## src/usm_pkg.sv

```systemverilog
/*
 * usm_pkg: register map, field positions, reset values, modes and
 * carrier structs for the synchronous master serial port.
 * Assumes the register port decodes a 6-bit address in which bit 5
 * selects the upper register bank.
 */
package usm_pkg;

    localparam int USM_ADDR_W = 6;
    localparam int USM_DIV_W = 8;
    localparam int USM_FIFO_DEPTH = 2;

    localparam logic [5:0] ADDR_RX_CTL = 6'h13;
    localparam logic [5:0] ADDR_RX_FIFO = 6'h14;
    localparam logic [5:0] ADDR_TX_CTL = 6'h15;
    localparam logic [5:0] ADDR_TX_BUF = 6'h16;
    localparam logic [5:0] ADDR_RATE = 6'h17;
    localparam logic [5:0] ADDR_FLAG = 6'h36;
    localparam logic [5:0] ADDR_ENABLE = 6'h37;

    // rx_control_status fields
    localparam int RX_PORT_ON = 7;
    localparam int RX_NINE_SEL = 6;
    localparam int RX_SINGLE = 5;
    localparam int RX_CONT = 4;
    localparam int RX_FRAMING = 2;
    localparam int RX_OVERRUN = 1;
    localparam int RX_NINTH = 0;
    // tx_control_status fields
    localparam int TX_CLK_MASTER = 7;
    localparam int TX_NINE_SEL = 6;
    localparam int TX_ENABLE = 5;
    localparam int TX_SYNC_MODE = 4;
    localparam int TX_SHIFT_EMPTY = 1;
    localparam int TX_NINTH = 0;
    // flag / enable fields
    localparam int FLAG_TX = 1;
    localparam int FLAG_RX = 0;

    localparam logic [7:0] RX_CTL_RST = 8'h00;
    localparam logic [7:0] TX_CTL_RST = 8'h02;
    localparam logic [7:0] FLAG_RST = 8'h02;
    localparam logic [7:0] ENABLE_RST = 8'h00;
    localparam logic [7:0] RATE_RST = 8'h00;

    localparam logic [3:0] LAST_BIT_8 = 4'h7;
    localparam logic [3:0] LAST_BIT_9 = 4'h8;

    typedef enum logic [1:0] {
        USM_IDLE = 2'b00,
        USM_TX = 2'b01,
        USM_RX = 2'b11
    } usm_mode_t;

    typedef struct packed {
        logic [USM_ADDR_W-1:0] addr;
        logic [7:0] wdata;
        logic wr;
        logic rd;
    } usm_bus_req_t;

    typedef struct packed {
        logic [7:0] data;
        logic ninth;
        logic framing;
    } usm_rx_word_t;

    typedef struct packed {
        logic port_on;
        logic nine_rx;
        logic single_rx;
        logic cont_rx;
        logic overrun;
        logic clk_master;
        logic nine_tx;
        logic tx_en;
        logic sync_mode;
        logic tx_ninth;
        logic [7:0] tx_buf;
        logic buf_full;
        logic [8:0] tx_sh;
        logic tx_busy;
        logic tx_nine;
        logic [3:0] tx_cnt;
        logic [8:0] rx_sh;
        logic [3:0] rx_cnt;
        usm_rx_word_t [USM_FIFO_DEPTH-1:0] fifo;
        logic [1:0] fifo_cnt;
        logic rd_ptr;
        logic ie_tx;
        logic ie_rx;
        logic [7:0] rate;
        logic ck;
        logic dout;
        usm_mode_t mode;
        logic din_s1;
        logic din_s2;
        logic [7:0] rdata;
    } usm_state_t;

    typedef struct packed {
        logic [USM_DIV_W-1:0] cnt;
        logic tick;
    } usm_rate_state_t;

endpackage

```

## src/usm_rate_gen.sv

```systemverilog
/*
 * usm_rate_gen: divider that pulses tick once every divisor+1 cycles.
 * Assumes hold is a same-clock level; while it is high the count
 * stays at zero and no tick is produced.
 */
`timescale 1ns/1ps
module usm_rate_gen import usm_pkg::*; #(
    parameter int W = USM_DIV_W
) (
    input wire logic sys_clk,
    input wire logic arst_n,
    input wire logic hold,
    input wire logic [W-1:0] divisor,
    output logic tick
);

    usm_rate_state_t q, d;

    always_comb begin
        d = q;
        d.tick = 1'b0;
        if (hold) begin
            d.cnt = '0;
        end else if (q.cnt >= divisor) begin
            d.cnt = '0;
            d.tick = 1'b1;
        end else begin
            d.cnt = q.cnt + 1'b1;
        end
    end

    always_ff @(posedge sys_clk or negedge arst_n) begin
        if (!arst_n) begin
            q <= '0;
        end else begin
            q <= d;
        end
    end

    assign tick = q.tick;

endmodule

```

## src/usm_sync_master.sv

```systemverilog
/*
 * usm_sync_master: synchronous master serial port, half duplex, with
 * transmit buffer and shifter, receive shifter and two-word FIFO.
 * Assumes a one-cycle register port with read data one cycle later,
 * and an external pad that resolves the pin output enables.
 */
// The plain strobed port was decided locally.
// Overview of operation
// - shifter reloads from buffer only after its last bit is out
// - buffer moves to shifter on a rate tick; buffer-empty flag sets
// - buffer-empty flag sets regardless of enable; only a buffer write clears
// - transmit interrupt request gated by its enable bit
// - read-only shifter-empty flag shows idle shifter, no interrupt
// - transmit enable allows sending; nothing shifts until buffer loaded
// - data bits change on rising shift clock, stable at falling edge
// - rate generator held reset while transmit and both receive bits clear
// - clearing transmit enable aborts word; with no receive bit set it floats both pins
// - receive bits override transmit: data floats, clock stays driven
// - single receive clears itself after its word; transmit resumes
// - nine-bit transmit select; ninth bit captured at shifter load
// - port off or transmit enable clear resets the transmit logic
// - receive enabled by single or continuous bit, sampled on falling edge
// - single receives one word, continuous until cleared, continuous wins
// - finished word moves to FIFO if room, setting receive-ready flag
// - receive-ready flag read-only, clears when FIFO read empty
// - two-word FIFO; full at third word sets overrun, word discarded
// - overrun blocks FIFO writes until continuous receive is cleared
// - ninth bit and framing flag queue with data, advance on read
// - port off or both receive bits clear resets receive logic
// - half duplex: transmit and receive exclude each other
// - sync mode, port enable and master clock bits gate the pins
`timescale 1ns/1ps
module usm_sync_master import usm_pkg::*; (
    input wire logic sys_clk,
    input wire logic arst_n,
    input wire usm_bus_req_t bus_req,
    output logic [7:0] rd_data,
    output logic clock_pin_o,
    output logic clock_pin_oe,
    input wire logic data_pin_i,
    output logic data_pin_o,
    output logic data_pin_oe,
    output logic tx_irq,
    output logic rx_irq
);

    usm_state_t q, d;
    logic tick;
    logic master;
    logic rx_en;
    logic brg_hold;
    logic rise;
    logic fall;
    logic tx_reset;
    logic rx_reset;
    logic [3:0] tx_last;
    logic [3:0] rx_last;
    logic rx_word_done;
    logic tx_word_done;
    logic fifo_full;
    logic wr_buf;
    usm_rx_word_t head;

    assign master = q.port_on & q.sync_mode & q.clk_master;
    assign rx_en = master & (q.single_rx | q.cont_rx);
    assign brg_hold = !(q.port_on & (q.tx_en | q.single_rx | q.cont_rx));
    assign rise = tick & !q.ck;
    assign fall = tick & q.ck;
    assign tx_reset = !q.port_on | !q.tx_en;
    assign rx_reset = !q.port_on | !(q.single_rx | q.cont_rx);
    assign tx_last = q.tx_nine ? LAST_BIT_9 : LAST_BIT_8;
    assign rx_last = q.nine_rx ? LAST_BIT_9 : LAST_BIT_8;
    assign rx_word_done = !rx_reset && master && fall && q.rx_cnt == rx_last;
    // transmit engine is frozen, not reset, while receiving
    assign tx_word_done = !tx_reset && master && !rx_en && rise
                          && q.tx_busy && q.tx_cnt == tx_last;
    assign fifo_full = q.fifo_cnt == 2'(USM_FIFO_DEPTH);
    assign wr_buf = bus_req.wr && bus_req.addr == ADDR_TX_BUF;
    assign head = q.fifo[q.rd_ptr];

    usm_rate_gen #(
        .W(USM_DIV_W)
    ) u_rate (
        .sys_clk(sys_clk),
        .arst_n(arst_n),
        .hold(brg_hold),
        .divisor(q.rate),
        .tick(tick)
    );

    always_comb begin
        logic [8:0] rx_new;
        logic push;
        logic pop;
        logic wr_idx;
        usm_rx_word_t push_word;
        rx_new = {q.din_s2, q.rx_sh[8:1]};
        push = 1'b0;
        pop = 1'b0;
        wr_idx = q.rd_ptr ^ (q.fifo_cnt == 2'd1);
        push_word = '0;
        d = q;
        d.din_s1 = data_pin_i;
        d.din_s2 = q.din_s1;
        d.rdata = 8'h00;

        // shift clock idles low whenever the generator is held
        if (brg_hold) begin
            d.ck = 1'b0;
        end else if (tick) begin
            d.ck = !q.ck;
        end

        // transmit engine
        if (tx_reset) begin
            d.tx_busy = 1'b0;
            d.tx_cnt = 4'h0;
        end else if (master && !rx_en && rise) begin
            if (q.tx_busy && q.tx_cnt != tx_last) begin
                d.tx_sh = {1'b0, q.tx_sh[8:1]};
                d.tx_cnt = q.tx_cnt + 4'h1;
                d.dout = q.tx_sh[1];
            end else if (q.buf_full) begin
                // ninth bit latched now, so it must be written first
                d.tx_sh = {q.tx_ninth, q.tx_buf};
                d.tx_nine = q.nine_tx;
                d.tx_busy = 1'b1;
                d.tx_cnt = 4'h0;
                d.buf_full = 1'b0;
                d.dout = q.tx_buf[0];
            end else begin
                d.tx_busy = 1'b0;
            end
        end

        // receive engine
        if (rx_reset) begin
            d.rx_cnt = 4'h0;
        end else if (master && fall) begin
            d.rx_sh = rx_new;
            if (q.rx_cnt == rx_last) begin
                d.rx_cnt = 4'h0;
                if (!q.overrun) begin
                    if (fifo_full) begin
                        d.overrun = 1'b1;
                    end else begin
                        push = 1'b1;
                    end
                end
                if (!q.cont_rx) begin
                    d.single_rx = 1'b0;
                end
            end else begin
                d.rx_cnt = q.rx_cnt + 4'h1;
            end
        end
        // sync mode has no stop bit, so framing is always queued clear
        push_word.data = q.nine_rx ? rx_new[7:0] : rx_new[8:1];
        push_word.ninth = q.nine_rx ? rx_new[8] : 1'b0;
        push_word.framing = 1'b0;

        // register writes; a buffer write after a same-cycle load wins
        if (bus_req.wr) begin
            unique case (bus_req.addr)
                ADDR_RX_CTL: begin
                    d.port_on = bus_req.wdata[RX_PORT_ON];
                    d.nine_rx = bus_req.wdata[RX_NINE_SEL];
                    d.single_rx = bus_req.wdata[RX_SINGLE];
                    d.cont_rx = bus_req.wdata[RX_CONT];
                    if (!bus_req.wdata[RX_CONT]) begin
                        d.overrun = 1'b0;
                    end
                end
                ADDR_TX_CTL: begin
                    d.clk_master = bus_req.wdata[TX_CLK_MASTER];
                    d.nine_tx = bus_req.wdata[TX_NINE_SEL];
                    d.tx_en = bus_req.wdata[TX_ENABLE];
                    d.sync_mode = bus_req.wdata[TX_SYNC_MODE];
                    d.tx_ninth = bus_req.wdata[TX_NINTH];
                end
                ADDR_TX_BUF: begin
                    d.tx_buf = bus_req.wdata;
                    d.buf_full = 1'b1;
                end
                ADDR_RATE: begin
                    d.rate = bus_req.wdata;
                end
                ADDR_ENABLE: begin
                    d.ie_tx = bus_req.wdata[FLAG_TX];
                    d.ie_rx = bus_req.wdata[FLAG_RX];
                end
                default: begin
                end
            endcase
        end

        // register reads; flag register ignores writes
        if (bus_req.rd) begin
            unique case (bus_req.addr)
                ADDR_RX_CTL: begin
                    d.rdata = {q.port_on, q.nine_rx, q.single_rx, q.cont_rx,
                               1'b0, head.framing, q.overrun, head.ninth};
                end
                ADDR_RX_FIFO: begin
                    d.rdata = head.data;
                    pop = q.fifo_cnt != 2'd0;
                end
                ADDR_TX_CTL: begin
                    d.rdata = {q.clk_master, q.nine_tx, q.tx_en, q.sync_mode,
                               2'b00, !q.tx_busy, q.tx_ninth};
                end
                ADDR_TX_BUF: begin
                    d.rdata = q.tx_buf;
                end
                ADDR_RATE: begin
                    d.rdata = q.rate;
                end
                ADDR_FLAG: begin
                    d.rdata = {6'h00, !q.buf_full, q.fifo_cnt != 2'd0};
                end
                ADDR_ENABLE: begin
                    d.rdata = {6'h00, q.ie_tx, q.ie_rx};
                end
                default: begin
                    d.rdata = 8'h00;
                end
            endcase
        end

        // receive FIFO bookkeeping
        if (push) begin
            d.fifo[wr_idx] = push_word;
        end
        if (pop) begin
            d.rd_ptr = !q.rd_ptr;
        end
        if (push && !pop) begin
            d.fifo_cnt = q.fifo_cnt + 2'd1;
        end else if (pop && !push) begin
            d.fifo_cnt = q.fifo_cnt - 2'd1;
        end
        if (rx_reset) begin
            d.overrun = d.overrun & q.cont_rx;
        end

        // pin ownership
        if (!master) begin
            d.mode = USM_IDLE;
        end else if (rx_en) begin
            d.mode = USM_RX;
        end else if (q.tx_en) begin
            d.mode = USM_TX;
        end else begin
            d.mode = USM_IDLE;
        end
    end

    always_ff @(posedge sys_clk or negedge arst_n) begin
        if (!arst_n) begin
            q <= '0;
            q.buf_full <= ~FLAG_RST[FLAG_TX];
            q.rate <= RATE_RST;
            q.mode <= USM_IDLE;
        end else begin
            q <= d;
        end
    end

    assign rd_data = q.rdata;
    assign clock_pin_o = q.ck;
    assign clock_pin_oe = q.mode != USM_IDLE;
    assign data_pin_o = q.dout;
    assign data_pin_oe = q.mode == USM_TX;
    assign tx_irq = !q.buf_full & q.ie_tx;
    assign rx_irq = (q.fifo_cnt != 2'd0) & q.ie_rx;
endmodule

```

## config.mk

```make
export PLATFORM = sky130hd
export DESIGN_NAME = usm_sync_master
export DESIGN_NICKNAME = d
export VERILOG_FILES = /design/src/usm_pkg.sv /design/src/usm_rate_gen.sv /design/src/usm_sync_master.sv
export SDC_FILE = /design/constraint.sdc
export NUM_CORES = 1
export LEC_CHECK = 0
export BUFFER_PORTS_ARGS = -buffer_cell sky130_fd_sc_hd__buf_2
export CORE_MARGIN = 5
export CORE_UTILIZATION = 60
export DETAILED_ROUTE_END_ITERATION = 6
export HOLD_SLACK_MARGIN = 0.05
export PLACE_DENSITY = 0.79
export SKIP_LAST_GASP = 1
export SYNTH_ARGS = -nofsm -noshare
export SYNTH_HDL_FRONTEND = slang
export SYNTH_SLANG_ARGS = --single-unit
```

## constraint.sdc

```tcl
create_clock -name sys_clk -period 1.9 [get_ports sys_clk]
set_input_delay 0.19 -clock sys_clk [delete_from_list [all_inputs] [get_ports sys_clk]]
set_output_delay 0.19 -clock sys_clk [all_outputs]
set_load 0.005 [all_outputs]
```

==> reports/qor.csv, run 1 <==
metric,value,unit
status,completed,
vias,3445,
cap_violations,0,
detail-route-antenna-nets,0,
drt_iter0_drc,232,
r2r-end,q[26]$_DFFE_PN0P_,
grt_use_total,0.222,
clock_power_share,0.352,
finalNonFillerCells,590,
worst-setup-path-type,reg -> reg,
ys_ff_latch,99,
start_util,0.609,
drt-vias-per-instance,5.84,
finalHoldViolCount,0,
required,2.14,ns
drt_wl_total,10300,um
setup.worst_path.start_class,flip-flop,
core.rowCount,33,
yosysWarnings,0,
avgSynthCellArea,11.6,um2
overflow,0,
drv_slew,0,
rsz0062_at_grt,false,
skew,0.0186,ns
cts_tree,built,
grt_pass1_wl,17700,um
synth_most_common_cell,dfrtp_1,
worst_pin_slew,0.507,ns
async_flop_share,1.00,
fin_crit,1.81,ns
setup_viol,0,
path_clk_slew,0.10,ns
fin_area,0.00559,mm2
clk_latency,0.36,ns
yosysTopAreaCell,dfrtp_1,
reg2regPathDepth,6,
ys.flop_type,dfrtp_1,
min-delay-path-class,in -> reg,
yosys-top-cells-count,"99 x dfrtp_1, 59 x mux2_2, 32 x nand2_1, 28 x nor2_1, 25 x o21ai_0",
worstSetupEndpointType,flip-flop,
swShare,0.240,
wl_per_cell,17.5,um
dieWidth,101,um
timing.hold.ws,0.0897,ns
register_area,0.00248,mm2
grt_max_degree,40,
drc,0,
synth_cell_types,61,
first_pass_iters,5,
max_freq,553,MHz
fp.dieH,101,um
diodes,0,
endpoint,q[26]$_DFFE_PN0P_,
port-buffer-count,32,
ios,33,
syn_area,0.00492,mm2
synth.area.top_cells,"dfrtp_1 50%, mux2_2 13%, ha_1 3.8%, mux2i_1 3.7%, o21ai_0 2.5%",
arrival,2.05,ns
place_inst,572,
globalplace.congestion,0.889,
fp.coreArea,0.00809,mm2
seq_area_frac_synth,0.503,
multiInputGateArea,0.00232,mm2
power_leakage,2.60,nW
cts_num_sinks,99,
p_switching,0.986,mW
cts_setup_buffers,0,
r2r_start,q[25]$_DFFE_PN0P_,
area_growth,13.6,%
drive_above_1_share,0.318,
layout.nets,514,
combPwrFrac,0.093,
grt_antenna_before_repair,0,
p_int,3.12,mW
dp_hpwl,7740,um
dpl_cell_area,0.00532,mm2
ir_drop,0.381,mV
crit_fanout,3,
yosys.area.top_type_share,0.503,
finalCritPeriodShare,0.951,
syn_inst,426,
num-fill-cells,600,
rrSetupSlack,0.09,ns
cts_buffer_depth,2,
slew_headroom,0.662,
grt_pass1_vias,3568,
syn_nets,460,
seqPwrFrac,0.555,
die-area,0.0101,mm2
htree_levels,3,
cts_buffers,9,
power.density,734,mW/mm2
synth_enable_flop_cells,0,
worstSetupStartpoint,q[25]$_DFFE_PN0P_,
clockRootBuffer,clkbuf_8,
-- power by group through the flow --
| stage | logic (mW) | clock network, mW | registers [mW] |
|---|---|---|---|
| floorplan | 0.228 | 0 | 2.28 |
| global placement | 0.357 | 0 | 2.31 |
| detailed placement | 0.371 | 0 | 2.32 |
| CTS | 0.376 | 1.46 | 2.28 |
| global route | 0.431 | 1.56 | 2.29 |
| finish | 0.381 | 1.44 | 2.28 |
-- registers in the layout, indices dropped and copies added (netlist names) --
name and count:
clock_pin_o 1, d 1, q 80, rd_data 8, u_rate.q 8, u_rate.tick 1
-- metal layers --
layer	track usage	wire length, um	vias up
met2	0.364	5120	102
met5	0	0	-
met4	0.0653	119	0
li1	-	-	1630
met1	0.300	4470	1705
met3	0.0429	630	8
-- critical path, cell delays in order (launching register included) --
cell and delay [ns]:
dfrtp_1 0.42, inv_1 0.09, ha_1 0.25, or3b_4 0.43
ha_1 0.35, nand2_1 0.08, o21ai_0 0.08
-- cell families (layout without fill, tap and decap cells) --
family,count (synthesis),after routing,share of synthesized area
XOR/XNOR,11,11,0.0211
flip-flops,99,99,0.503
AO/OA/AOI/OAI,73,73,0.0932
AND/OR/NAND/NOR,119,119,0.139
buffers and inverters,32,91,0.0340
adder cells (fa/ha/maj),15,15,0.0381
multiplexers,77,77,0.171
-- cells in the final DEF (no fill, tap or decap), types with 2 or more instances in the layout --
cell type      netlist  routed
buf_2                4      31
clkbuf_8             0       9
and3_1               4       4
a31oi_1              2       2
nor2b_1              8       8
nor3b_2              2       3
or2_2                2       2
a221oi_1             3       2
a21boi_0             4       4
dlygate4sd3_1        0       2
xor2_1               5       5
clkbuf_1             1       3
nand2b_1             2       2
nand2_1             32      32
o31ai_1              2       2
dfrtp_1             99      97
xnor2_1              5       5
buf_12               0       2
o21a_1               2       2
nand4_1              2       2
mux2i_1             18      18
buf_4                9      24
o21ai_0             25      25
a21oi_1             16      16
a21o_1               2       2
a32oi_1              2       2
nor3_1               4       3
ha_1                15      15
and2_1               4       4
bufinv_16            0       2
dfrtp_2              0       2
nor2_1              28      28
inv_1               16      16
mux2_2              59      59
a222oi_1             4       4
a22oi_1              3       3
nand3_1             11      11
-- what timing repair did --
action | CTS | global route
endpoints found under the setup margin | 11 | 42
endpoints found under the hold margin | 37 | 0
hold buffers | 2 | 0
resized for setup | 2 | 7
-- stage by stage --
step	utilization	setup TNS [ns]	setup WS, ns	total power [mW]
after floorplan	-	0	0.0324	2.51
after global routing	0.691	0	0.00211	4.28
after global placement	0.658	0	0.0539	2.67
final	0.691	0	0.0931	4.10
after CTS	0.688	0	0.0232	4.11
after detailed placement	0.658	-0.0923	-0.0653	2.69
-- worst min path at each step --
stage | from | end | slack, ns | depth (start not counted)
6_report | bus_req[4] | q[78]$_DFFE_PN0P_ | 0.09 | 2
5_1_grt | bus_req[5] | q[79]$_DFFE_PN0P_ | 0.09 | 2
4_1_cts | bus_req[4] | q[78]$_DFFE_PN0P_ | 0.08 | 2
3_5_place_dp | arst_n | rd_data[3]$_DFF_PN0_ | 0.20 | 1
3_3_place_gp | arst_n | q[22]$_DFFE_PN0P_ | 0.19 | 1
2_1_floorplan | arst_n | clock_pin_o$_DFFE_PN0P_ | -0.11 | 0
-- area by class of cell --
cell class                      count  area share
Clock buffer                       12      0.0242
Sequential cell                    99       0.443
Inverter                           16      0.0107
Clock inverter                      4      0.0132
Multi-Input combinational cell    295       0.414
Timing Repair Buffer               59      0.0707
Tap cell                          105      0.0235
Note: power is estimated with default switching activity, not from simulation.
==> inputs of run 2 (changes only) <==
--- a/config.mk
+++ b/config.mk
@@ -10,2 +10,3 @@
 export CORE_UTILIZATION = 60
+export CTS_BUF_LIST = sky130_fd_sc_hd__clkbuf_8
 export DETAILED_ROUTE_END_ITERATION = 6
@@ -17 +18,2 @@
 export SYNTH_SLANG_ARGS = --single-unit
+export TNS_END_PERCENT = 30
--- a/constraint.sdc
+++ b/constraint.sdc
@@ -3,2 +3,2 @@
 set_output_delay 0.19 -clock sys_clk [all_outputs]
-set_load 0.005 [all_outputs]
+set_load 0.02 [all_outputs]
==> run 2 against run 1 <==
Compared with the run above:
- the flow now finishes with violations (DRC)
- die area is the same
- first-iteration DRC count shrank 11%
- clock power is essentially flat
- combinational power is essentially flat
- setup slack gained 0.0019 ns
- via count grew 0.44%
- wire length shrank 0.14%
- register-to-register slack is essentially flat
- clock skew grew 0.0023 ns
- clock-buffer cell count shrank 3
- highest routed layer unchanged
==> reports/qor.csv, run 2 (synthesis results as in run 1) <==
metric,value,unit,change
area_growth,13.6,%,unchanged
wl_per_cell,17.5,um,-0.14%
grt_pass1_vias,3568,,unchanged
overflow,0,,unchanged
drv_slew,0,,unchanged
worst-setup-path-type,reg -> reg,,
drt_wl_total,10300,um,-0.14%
htree_levels,3,,unchanged
cts_num_sinks,99,,unchanged
finalHoldViolCount,0,,unchanged
min-delay-path-class,in -> reg,,
largest_reg_flops,80,,unchanged
crit_fanout,3,,unchanged
rsz0062_at_grt,false,,
globalplace.congestion,0.889,,unchanged
grt_antenna_before_repair,0,,unchanged
layout.nets,514,,unchanged
dieWidth,101,um,unchanged
finalPower,4.09,mW,-0.31%
num-fill-cells,600,,unchanged
first_pass_iters,7,,+2
fin_crit,1.80,ns,-0.00189 ns
grt_pass1_wl,17700,um,about the same
detail-route-antenna-nets,0,,unchanged
clockRootBuffer,clkbuf_8,,
fin_util,0.691,,unchanged
clk_latency,0.36,ns,about the same
worstSetupEndpointType,flip-flop,,
ios,33,,unchanged
tns,0,ns,unchanged
path_clk_slew,0.10,ns,about the same
diodes,0,,unchanged
fp.coreArea,0.00809,mm2,unchanged
drc,5,,+5
grt_use_total,0.222,,unchanged
drive_above_1_share,0.318,,unchanged
slew_headroom,0.660,,-0.00225
port-buffer-count,32,,unchanged
combPwrFrac,0.094,,about the same
dp_hpwl,7740,um,unchanged
setup.worst_path.start_class,flip-flop,,
drt-vias-per-instance,5.86,,+0.44%
grt_max_degree,40,,unchanged
power.density,732,mW/mm2,-0.31%
cts_buffers,9,,unchanged
status,finished with violations,,
clock_power_share,0.350,,-0.002
swShare,0.242,,+0.00154
skew,0.0210,ns,+0.00231 ns
cap_violations,0,,unchanged
power_leakage,2.61,nW,+0.48%
violations,DRC,,
finalWorstSetupSlack,0.0950,ns,+0.00189 ns
seqPwrFrac,0.557,,+0.002
p_int,3.10,mW,-0.51%
die-area,0.0101,mm2,unchanged
p_switching,0.989,mW,+0.33%
cts_tree,built,,
drt_iter0_drc,207,,-11%
regMostFlops,q,,
start_util,0.609,,unchanged
worst_pin_slew,0.510,ns,+0.00337 ns
cts_buffer_depth,2,,unchanged
place_inst,572,,unchanged
setup_viol,0,,unchanged
ir_drop,0.381,mV,+0.19%
required,2.14,ns,about the same
max_freq,554,MHz,+0.10%
pre_cts_ws,-0.0653,ns,unchanged
core.rowCount,33,,unchanged
final_cell_mix,"97 x dfrtp_1, 59 x mux2_2, 32 x nand2_1",,
finalCritPeriodShare,0.950,,-0.000995
vias,3460,,+0.44%
finalNonFillerCells,590,,unchanged
layout_commonest_cell,dfrtp_1,,
arrival,2.05,ns,about the same
fp.dieH,101,um,unchanged
[run 2: cell types whose count changed in the layout (fill, tap and decap cells not counted)]
| cell | change |
|---|---|
| clkbuf_1 | -3 |
| inv_1 | +3 |
[run 2: cell type report]
| type | instances | area (um2) | area share |
|---|---|---|---|
| multi-input cells | 295 | 2320 | 0.414 |
| well taps | 105 | 131 | 0.0235 |
| repair buffers | 59 | 395 | 0.0707 |
| flip-flops and latches | 99 | 2480 | 0.443 |
| inverters | 16 | 60.1 | 0.0107 |
| clock buffers | 9 | 124 | 0.0221 |
| clock inverters | 7 | 85.1 | 0.0152 |
[run 2: power by group through the flow]
stage | logic (mW) | registers, mW | clock network (mW)
finish | 0.383 | 2.28 | 1.43
global route | 0.432 | 2.29 | 1.54
CTS | 0.378 | 2.28 | 1.44
detailed placement | 0.372 | 2.32 | 0
global placement | 0.359 | 2.31 | 0
floorplan | 0.230 | 2.28 | 0
[run 2: worst max-delay path, stage by stage (launching register included)]
cell and delay [ns]:
dfrtp_1 0.42, inv_1 0.09, ha_1 0.25, or3b_4 0.43, ha_1 0.35, nand2_1 0.08, o21ai_0 0.08
[run 2: metrics by stage]
| stage | instance area, um2 | hold slack, ns |
|---|---|---|
| final | 5590 | 0.0906 |
| after detailed placement | 5320 | 0.196 |
| after global routing | 5590 | 0.0882 |
| after global placement | 5320 | 0.189 |
| after CTS | 5570 | 0.0826 |
| after floorplan | 4920 | -0.106 |
[run 2: routing by layer]
| layer | part of all wire | vias to the layer above | global-route usage |
|---|---|---|---|
| met1 | 0.44 | 1745 | 0.300 |
| met3 | 0.047 | 8 | 0.0429 |
| met4 | 0.012 | 0 | 0.0653 |
| li1 | - | 1626 | - |
| met2 | 0.50 | 81 | 0.364 |
| met5 | 0 | - | 0 |
[run 2: what timing repair did]
action / CTS / global route
buffers inserted: 0 / 0
endpoints found under the hold margin: 37 / 0
hold buffers: 2 / 0
gates resized for setup: 2 / 7
cloned: 0 / 0
setup endpoints to repair: 11 / 42
[run 2: worst paths after layout]
check | startpoint | endpoint | slack (ns) | cells past startpoint
setup / recovery | q[25]$_DFFE_PN0P_ | q[26]$_DFFE_PN0P_ | 0.1 | 6
hold / removal | bus_req[4] | q[78]$_DFFE_PN0P_ | 0.09 | 2
setup reg to reg | q[25]$_DFFE_PN0P_ | q[26]$_DFFE_PN0P_ | 0.1 | 6
hold reg to reg | d[8]$_DFF_PN0_ | q[8]$_DFF_PN0_ | 0.36 | 0
max in group asynchronous | arst_n | q[11]$_DFF_PN0_ | 0.94 | 3
min in group asynchronous | arst_n | rd_data[3]$_DFF_PN0_ | 0.32 | 2
